`src/core/nfcpt_pkg.sv`:
```
// constants and types of the nfc protocol timer unit
package nfcpt_pkg;
   localparam int unsigned NFCPT_STEP_SHORT = 64;
   localparam int unsigned NFCPT_STEP_LONG  = 4096;
   localparam int unsigned NFCPT_PRE_W      = 12;
   localparam int unsigned NFCPT_CNT_W      = 16;
   localparam int unsigned NFCPT_GP_W       = 16;
   localparam int unsigned NFCPT_PPON_W     = 8;
   localparam int unsigned NFCPT_WU_W       = 8;
   localparam logic [NFCPT_PRE_W-1:0] NFCPT_PRE_SHORT_MAX = 12'h03F;
   localparam logic [NFCPT_PRE_W-1:0] NFCPT_PRE_LONG_MAX  = 12'hFFF;
   // operating modes, one-hot
   typedef enum logic [5:0] {
      NFCPT_MODE_READER  = 6'h01,
      NFCPT_MODE_ACT_INI = 6'h02,
      NFCPT_MODE_ACT_TGT = 6'h04,
      NFCPT_MODE_BITRATE = 6'h08,
      NFCPT_MODE_PAS_TGT = 6'h10,
      NFCPT_MODE_WAKEUP  = 6'h20
   } nfcpt_mode_t;
   localparam logic NFCPT_GP_TRIG_RX_START = 1'b0;
   localparam logic NFCPT_GP_TRIG_RX_END   = 1'b1;
endpackage

```
`src/core/nfcpt_timers.sv`:
```
// nfc protocol timer unit: no-response, peer-field wait, general and wake-up timers
`timescale 1ns/10ps
`default_nettype none
module nfcpt_timers (
   // clock and reset
   input  wire logic                             i_clk,
   input  wire logic                             i_resetn,
   // configuration
   input  wire nfcpt_pkg::nfcpt_mode_t           i_mode,
   input  wire logic                             i_osc_en,
   input  wire logic                             i_nrt_step,
   input  wire logic                             i_nrt_uncond,
   input  wire logic                             i_nrt_nfc,
   input  wire logic [7:0]                       i_nrt_cfg_hi,
   input  wire logic [7:0]                       i_nrt_cfg_lo,
   input  wire logic [nfcpt_pkg::NFCPT_PPON_W-1:0] i_ppon_cfg,
   input  wire logic                             i_gp_trig_sel,
   input  wire logic [nfcpt_pkg::NFCPT_GP_W-1:0] i_gp_cfg,
   input  wire logic [nfcpt_pkg::NFCPT_WU_W-1:0] i_wu_cfg,
   // direct commands, one-cycle pulses
   input  wire logic                             i_cmd_start_nrt,
   input  wire logic                             i_cmd_stop_nrt,
   input  wire logic                             i_cmd_start_gp,
   input  wire logic                             i_cmd_start_wu,
   input  wire logic                             i_cmd_stop_all,
   // link events, asynchronous levels
   input  wire logic                             i_tx_active,
   input  wire logic                             i_rx_busy,
   input  wire logic                             i_ext_field,
   input  wire logic                             i_rc_tick,
   // host flag acknowledgement, one-cycle pulses
   input  wire logic                             i_txe_read,
   input  wire logic                             i_clr_nre,
   input  wire logic                             i_clr_ppon,
   input  wire logic                             i_clr_gpe,
   input  wire logic                             i_clr_wt,
   // status
   output logic                                  o_rx_on,
   output logic                                  o_rc_osc_on,
   output logic                                  o_nrt_running,
   output logic                                  o_gp_running,
   output logic                                  o_ppon_running,
   output logic                                  o_wu_running,
   output logic                                  o_tmp_enable,
   output logic                                  o_nre_irq,
   output logic                                  o_peer_field_wait_irq,
   output logic                                  o_gpe_irq,
   output logic                                  o_wakeup_timer_irq,
   output logic                                  o_irq
);
   import nfcpt_pkg::*;

   // pin levels pass two flops before use
   logic [3:0] sync_w;
   nfcpt_sync #(.W(4)) u_sync (
      .i_clk    (i_clk),
      .i_resetn (i_resetn),
      .i_async  ({i_rc_tick, i_ext_field, i_rx_busy, i_tx_active}),
      .o_sync   (sync_w)
   );
   wire tx_w  = sync_w[0];
   wire rx_w  = sync_w[1];
   wire fld_w = sync_w[2];
   wire rct_w = sync_w[3];

   logic tx_q;
   logic rx_q;
   logic fld_q;
   logic rct_q;
   always_ff @(posedge i_clk) begin
      if (!i_resetn) begin
         tx_q  <= 1'b0;
         rx_q  <= 1'b0;
         fld_q <= 1'b0;
         rct_q <= 1'b0;
      end else begin
         tx_q  <= tx_w;
         rx_q  <= rx_w;
         fld_q <= fld_w;
         rct_q <= rct_w;
      end
   end
   wire tx_end_w   = tx_q & ~tx_w;
   wire rx_start_w = ~rx_q & rx_w;
   wire rx_end_w   = rx_q & ~rx_w;
   wire fld_on_w   = ~fld_q & fld_w;
   wire rc_edge_w  = ~rct_q & rct_w;

   // mode decode
   wire m_reader_w = (i_mode == NFCPT_MODE_READER);
   wire m_active_w = (i_mode == NFCPT_MODE_ACT_INI) || (i_mode == NFCPT_MODE_ACT_TGT);
   wire m_brd_w    = (i_mode == NFCPT_MODE_BITRATE);
   wire m_pas_w    = (i_mode == NFCPT_MODE_PAS_TGT);
   wire m_wake_w   = (i_mode == NFCPT_MODE_WAKEUP);
   wire m_nfc_w    = m_active_w | m_brd_w | m_pas_w;
   // crystal timers halt in power-down
   wire xtal_w     = i_osc_en;

   // no-response timer prescaler
   logic [NFCPT_PRE_W-1:0] pre_q;
   logic                   nrt_run_w;
   logic                   nrt_start_w;
   wire [NFCPT_PRE_W-1:0]  pre_max_w = i_nrt_step ? NFCPT_PRE_LONG_MAX
                                                  : NFCPT_PRE_SHORT_MAX;
   wire nrt_tick_w = xtal_w && (pre_q == pre_max_w);
   always_ff @(posedge i_clk) begin
      if (!i_resetn) begin
         pre_q <= '0;
      end else if (nrt_start_w || !nrt_run_w || nrt_tick_w) begin
         pre_q <= '0;
      end else if (xtal_w) begin
         pre_q <= pre_q + NFCPT_PRE_W'(1);
      end
   end

   // general timer expiry used as own field-off point in active and bit-rate modes
   logic gp_exp_w;
   wire nrt_auto_w =
        (m_reader_w && tx_end_w)
      | ((m_active_w | m_brd_w) && !i_nrt_nfc && tx_end_w && gp_exp_w)
      | ((m_active_w | m_brd_w) && !i_nrt_nfc && gp_exp_w)
      | (m_active_w && i_nrt_nfc && fld_on_w);
   assign nrt_start_w = xtal_w && (i_cmd_start_nrt || nrt_auto_w);
   wire nrt_reply_stop_w = !i_nrt_uncond && rx_start_w;
   wire nrt_stop_w = i_cmd_stop_nrt
                   | (i_cmd_stop_all && !i_nrt_uncond)
                   | nrt_reply_stop_w
                   | !xtal_w;
   logic nrt_exp_w;
   nfcpt_down_timer #(.W(NFCPT_CNT_W)) u_nrt (
      .i_clk     (i_clk),
      .i_resetn  (i_resetn),
      .i_tick    (nrt_tick_w),
      .i_start   (nrt_start_w),
      .i_stop    (nrt_stop_w),
      .i_load    ({i_nrt_cfg_hi, i_nrt_cfg_lo}),
      .o_running (nrt_run_w),
      .o_expire  (nrt_exp_w)
   );

   // receiver enable: dropped on expiry unless a reply is in progress with i_nrt_uncond set
   logic rx_on_q;
   always_ff @(posedge i_clk) begin
      if (!i_resetn) begin
         rx_on_q <= 1'b1;
      end else if (nrt_exp_w && !(i_nrt_uncond && rx_w)) begin
         rx_on_q <= 1'b0;
      end else if (tx_w || nrt_start_w) begin
         rx_on_q <= 1'b1;
      end
   end

   // peer-field wait timer, gated by the transmit-end read
   logic txe_seen_q;
   always_ff @(posedge i_clk) begin
      if (!i_resetn) begin
         txe_seen_q <= 1'b0;
      end else if (tx_end_w && m_nfc_w) begin
         txe_seen_q <= 1'b1;
      end else if (i_txe_read) begin
         txe_seen_q <= 1'b0;
      end
   end
   wire ppon_start_w = xtal_w && m_nfc_w && txe_seen_q && i_txe_read;
   wire ppon_stop_w  = fld_on_w || i_cmd_stop_all || !xtal_w || m_reader_w;
   logic ppon_run_w;
   logic ppon_exp_w;
   nfcpt_down_timer #(.W(NFCPT_PPON_W)) u_ppon (
      .i_clk     (i_clk),
      .i_resetn  (i_resetn),
      .i_tick    (nrt_tick_w | (xtal_w && !nrt_run_w)),
      .i_start   (ppon_start_w),
      .i_stop    (ppon_stop_w),
      .i_load    (i_ppon_cfg),
      .o_running (ppon_run_w),
      .o_expire  (ppon_exp_w)
   );

   // general purpose timer
   wire gp_trig_w = (i_gp_trig_sel == NFCPT_GP_TRIG_RX_START) ? rx_start_w : rx_end_w;
   wire gp_start_w = xtal_w && (i_cmd_start_gp || gp_trig_w || (m_active_w && tx_end_w));
   logic gp_run_w;
   nfcpt_down_timer #(.W(NFCPT_GP_W)) u_gp (
      .i_clk     (i_clk),
      .i_resetn  (i_resetn),
      .i_tick    (xtal_w),
      .i_start   (gp_start_w),
      .i_stop    (i_cmd_stop_all || !xtal_w),
      .i_load    (i_gp_cfg),
      .o_running (gp_run_w),
      .o_expire  (gp_exp_w)
   );

   // wake-up timer on rc ticks, alive in power-down
   logic rc_on_q;
   wire wu_start_w = i_cmd_start_wu && !m_wake_w;
   wire tmp_start_w = m_pas_w && fld_on_w && !rc_on_q;
   logic wu_run_w;
   logic wu_exp_w;
   nfcpt_down_timer #(.W(NFCPT_WU_W)) u_wu (
      .i_clk     (i_clk),
      .i_resetn  (i_resetn),
      .i_tick    (rc_on_q && rc_edge_w),
      .i_start   (wu_start_w || tmp_start_w),
      .i_stop    (i_cmd_stop_all),
      .i_load    (i_wu_cfg),
      .o_running (wu_run_w),
      .o_expire  (wu_exp_w)
   );
   logic tmp_en_q;
   always_ff @(posedge i_clk) begin
      if (!i_resetn) begin
         rc_on_q  <= 1'b0;
         tmp_en_q <= 1'b0;
      end else begin
         if (wu_start_w || tmp_start_w) begin
            rc_on_q <= 1'b1;
         end else if (!wu_run_w) begin
            rc_on_q <= 1'b0;
         end
         if (tmp_start_w) begin
            tmp_en_q <= 1'b1;
         end else if (wu_exp_w || i_cmd_stop_all) begin
            tmp_en_q <= 1'b0;
         end
      end
   end

   // sticky flags: set wins over clear
   logic nre_q;
   logic ppf_q;
   logic gpe_q;
   logic wt_q;
   always_ff @(posedge i_clk) begin
      if (!i_resetn) begin
         nre_q <= 1'b0;
         ppf_q <= 1'b0;
         gpe_q <= 1'b0;
         wt_q  <= 1'b0;
      end else begin
         nre_q <= nrt_exp_w  | (nre_q & ~i_clr_nre);
         ppf_q <= ppon_exp_w | (ppf_q & ~i_clr_ppon);
         gpe_q <= gp_exp_w   | (gpe_q & ~i_clr_gpe);
         wt_q  <= wu_exp_w   | (wt_q & ~i_clr_wt);
      end
   end

   assign o_rx_on               = rx_on_q;
   assign o_rc_osc_on           = rc_on_q;
   assign o_nrt_running         = nrt_run_w;
   assign o_gp_running          = gp_run_w;
   assign o_ppon_running        = ppon_run_w;
   assign o_wu_running          = wu_run_w;
   assign o_tmp_enable          = tmp_en_q;
   assign o_nre_irq             = nre_q;
   assign o_peer_field_wait_irq = ppf_q;
   assign o_gpe_irq             = gpe_q;
   assign o_wakeup_timer_irq    = wt_q;
   assign o_irq                 = nre_q | ppf_q | gpe_q | wt_q;
endmodule
`default_nettype wire

```
`src/core/nfcpt_down_timer.sv`:
```
// generic start/stop countdown timer with expiry pulse
`timescale 1ns/10ps
`default_nettype none
module nfcpt_down_timer #(
   parameter int unsigned W = 16
) (
   // clock and reset
   input  wire logic         i_clk,
   input  wire logic         i_resetn,
   // control
   input  wire logic         i_tick,
   input  wire logic         i_start,
   input  wire logic         i_stop,
   input  wire logic [W-1:0] i_load,
   // status
   output logic              o_running,
   output logic              o_expire
);
   logic [W-1:0] cnt_q;
   logic         run_q;
   logic         exp_q;
   wire          last_w = run_q && i_tick && (cnt_q <= W'(1));

   // start wins over stop so a restart in the stop cycle is kept
   always_ff @(posedge i_clk) begin
      if (!i_resetn) begin
         cnt_q <= '0;
         run_q <= 1'b0;
         exp_q <= 1'b0;
      end else begin
         exp_q <= 1'b0;
         if (i_start) begin
            cnt_q <= i_load;
            run_q <= 1'b1;
         end else if (i_stop) begin
            run_q <= 1'b0;
         end else if (last_w) begin
            run_q <= 1'b0;
            exp_q <= 1'b1;
         end else if (run_q && i_tick) begin
            cnt_q <= cnt_q - W'(1);
         end
      end
   end

   assign o_running = run_q;
   assign o_expire  = exp_q;
endmodule
`default_nettype wire

```
`src/core/nfcpt_sync.sv`:
```
// two-flop synchroniser for pin-side event levels
`timescale 1ns/10ps
`default_nettype none
module nfcpt_sync #(
   parameter int unsigned W = 1
) (
   input  wire logic         i_clk,
   input  wire logic         i_resetn,
   input  wire logic [W-1:0] i_async,
   output logic [W-1:0]      o_sync
);
   logic [W-1:0] s1_q;
   logic [W-1:0] s2_q;
   always_ff @(posedge i_clk) begin
      if (!i_resetn) begin
         s1_q <= '0;
         s2_q <= '0;
      end else begin
         s1_q <= i_async;
         s2_q <= s1_q;
      end
   end
   assign o_sync = s2_q;
endmodule
`default_nettype wire

```
`config.mk`:
```
export PLATFORM = sky130hd
export DESIGN_NAME = nfcpt_timers
export DESIGN_NICKNAME = d
export VERILOG_FILES = /design/src/core/nfcpt_pkg.sv /design/src/core/nfcpt_timers.sv /design/src/core/nfcpt_down_timer.sv /design/src/core/nfcpt_sync.sv
export SDC_FILE = /design/constraint.sdc
export NUM_CORES = 1
export LEC_CHECK = 0
export ABC_AREA = 0
export BUFFER_PORTS_ARGS = -buffer_cell sky130_fd_sc_hd__buf_2
export CAP_MARGIN = 20
export CORE_AREA = 2 2 97 99
export CTS_CLUSTER_SIZE = 24
export DETAILED_ROUTE_END_ITERATION = 7
export DIE_AREA = 0 0 99 101
export GPL_TIMING_DRIVEN = 1
export PLACE_DENSITY = 0.73
export SYNTH_ARGS = -nofsm -noshare
export SYNTH_HDL_FRONTEND = slang
export SYNTH_SLANG_ARGS = --single-unit
export TNS_END_PERCENT = 10
```
`constraint.sdc`:
```
create_clock -name i_clk -period 6.4 [get_ports i_clk]
set_input_delay 0.64 -clock i_clk [delete_from_list [all_inputs] [get_ports i_clk]]
set_output_delay 0.64 -clock i_clk [all_outputs]
set_load 0.02 [all_outputs]
```
==> flow_summary.json <==
{
  "syn2layout_area_growth_pct": 16.3,
  "clock-root-buffer": "clkbuf_8",
  "die_h_um": 101,
  "clock_latency_ns": 0.35,
  "cts_buffer_depth": 2,
  "synth-edff-count": 0,
  "r2r_cells": 6,
  "track_usage_pct": 19.7,
  "startpoint_type": "input pin",
  "ant_nets": 0,
  "drtIter0Drc": 183,
  "wl_per_cell_um": 14.0,
  "finClkSkew_ns": 0.00907,
  "worstSetupEndpoint": "u_nrt.cnt_q[10]",
  "synth-seq-cells": 88,
  "crit-reg2reg-launch": "pre_q[0]",
  "first_pass_iters": 6,
  "max_cap_violations": 0,
  "post-cts-setup-buffers": 0,
  "gp_congestion": 0.928,
  "crit_arrival_ns": 2.87,
  "grt_antenna_before_repair": 0,
  "die_x_um": 99,
  "slowest_stage": "or3_1",
  "synthTopCellsByArea": "dfxtp_1 41%, o21ai_0 5.9%, a21oi_1 5.1%",
  "p_leak_nw": 1.94,
  "yosys-top-cells-count": "88 x dfxtp_1, 51 x o21ai_0, 45 x nor2_1",
  "grt_pass1_vias": 3541,
  "rsz0062_at_grt": "no",
  "syn_area_sq_mm": 0.00433,
  "vias": 3939,
  "route.detailed.drc": 0,
  "synth_nets": 604,
  "core_area_sq_mm": 0.00898,
  "top_level_ports": 87,
  "hold_viol": 0,
  "setup_tns_ns": 0,
  "ctsHoldBuffers": 0,
  "cts_tree": "built",
  "cts_buffers": 9,
  "start_util_pct": 48.2,
  "port_buffers": 86,
  "total_power_w": 0.00111,
  "wl_um": 9950,
  "critPathMaxFanout": 13,
  "path_class": "input pin to flip-flop",
  "path_cells": "buf_2, and3_1, nand4_1, a21o_1, or3_1, or4_1, a31oi_1",
  "power.density_mw_per_mm2": 220,
  "cts.sinks": 88,
  "grt_pass1_wl_um": 16200,
  "viasPerCell": 5.54,
  "clkTransAtPathRegs_ns": 0.08,
  "synth_top_area_share_pct": 40.7,
  "status": "finished clean",
  "worstMarginPinSlew_ns": 0.900,
  "die_area_sq_mm": 0.0100,
  "post_cts.resized_instances": 0,
  "avgSynthCellArea_sq_um": 8.33,
  "slew_viol_final": 0,
  "yosys.cell_types.count": 52,
  "fin_crit_sh_pct": 40.3,
  "critPathMaxStageDelay_ns": 0.51,
  "max-vdd-ir-drop_v": 0.000103,
  "yosys_warnings": 0,
  "startpoint": "i_osc_en",
  "regToRegSetupSlack_ns": 3.95,
  "grt_max_degree": 63,
  "yosysSeqAreaShare_pct": 40.7,
  "timing.rr.end": "u_nrt.cnt_q[10]",
  "yosys_most_used_dff": "dfxtp_1",
  "rows": 35,
  "yosysMostFrequentCell": "dfxtp_1",
  "fin_crit_ns": 2.58,
  "async_reset_ff_share_pct": 0,
  "gr-total-overflow": 0,
  "crit_required_ns": 6.68,
  "cp-end-kind": "flip-flop",
  "diodes": 0,
  "hold_class": "flip-flop to flip-flop",
  "relSlewSlack_pct": 40.0,
  "fin_nets": 680,
  "place_hpwl_um": 7120,
  "fmax_ghz": 0.387,
  "yosysTopAreaCell": "dfxtp_1",
  "syn_inst": 520,
  "drive_gt1_share_pct": 18.3,
  "setup_viol": 0,
  "htree_levels": 3
}
## how the worst min path moves through the flow
stage | start | end | slack, ns | cells past startpoint
global route | u_sync.s1_q[2] | u_sync.o_sync[2] | 0.46 | 1
floorplan | u_sync.s1_q[0] | u_sync.o_sync[0] | 0.41 | 1
finish | u_sync.s1_q[1] | u_sync.o_sync[1] | 0.44 | 1
CTS | u_sync.s1_q[1] | u_sync.o_sync[1] | 0.44 | 1
global placement | u_sync.s1_q[2] | u_sync.o_sync[2] | 0.42 | 1
detailed placement | u_sync.s1_q[1] | u_sync.o_sync[1] | 0.42 | 1
## routing by layer
layer  vias up  GRT usage, %  share of wire, %
li1       2020             -                 -
met5         -             0                 0
met4         0          7.27               1.5
met2        89          32.5                46
met1      1817          25.7                47
met3        13          3.81               5.0
## sequential cells by signal, summed over array words and instances, names as in the netlist, 4 cells and up
name,count
u_nrt.cnt_q,16
u_sync.o_sync,4
u_gp.cnt_q,16
u_ppon.cnt_q,8
u_wu.cnt_q,8
pre_q,12
u_sync.s1_q,4
## cell type report
cell class / count / area, sq um
sequential: 88 / 1760
tap: 111 / 139
multi-input combinational: 389 / 2420
timing repair buffer: 88 / 453
fill: 843 / 3940
clock buffer: 12 / 145
clock inverter: 3 / 42.5
inverter: 20 / 75.1
## kinds of logic after synthesis
| group | Yosys count | share of synthesized area (%) |
|---|---|---|
| compound gates | 142 | 19.1 |
| buf+inv | 43 | 3.76 |
| simple gates | 188 | 23.6 |
| mux | 3 | 0.723 |
| flops | 88 | 40.7 |
| fa+ha+maj | 9 | 2.60 |
| xor+xnor | 47 | 9.51 |
## power by group
group | switching (W) | leakage [nW] | total, W | internal, W
registers | 0.0000199 | 0.720 | 0.000590 | 0.000570
logic | 0.0000793 | 1.12 | 0.000141 | 0.0000617
clock network | 0.000189 | 0.0925 | 0.000378 | 0.000189
total | 0.000289 | 1.94 | 0.00111 | 0.000820
## per-stage QoR
stage / worst slack (ns) / hold WS (ns) / utilization [%] / cell area [sq um] / cells
2_1_floorplan: 4.03 / 0.412 / - / 4330 / 520
6_report: 3.82 / 0.438 / 56.1 / 5030 / 711
3_5_place_dp: 3.46 / 0.421 / 53.7 / 4820 / 694
5_1_grt: 3.60 / 0.462 / 56.1 / 5030 / 711
4_1_cts: 3.81 / 0.440 / 55.8 / 5010 / 709
3_3_place_gp: 3.50 / 0.421 / 53.7 / 4820 / 694
## cells in the final DEF, fill, tap and decap left out, types with 17 or more instances in the layout
master	count
o21ai_0	51
nor2_1	45
nand2_1	32
dfxtp_1	88
nor4_1	17
inv_1	19
xor2_1	24
xnor2_1	23
buf_2	86
a21oi_1	44
## worst max-delay path: cells and delay by family
kind	cells	cell delay (ns)
AO/OA/AOI/OAI	2	0.50
buffers and inverters	1	0.25
AND/OR/NAND/NOR	4	1.47
Power figures use the tool's default switching activity.
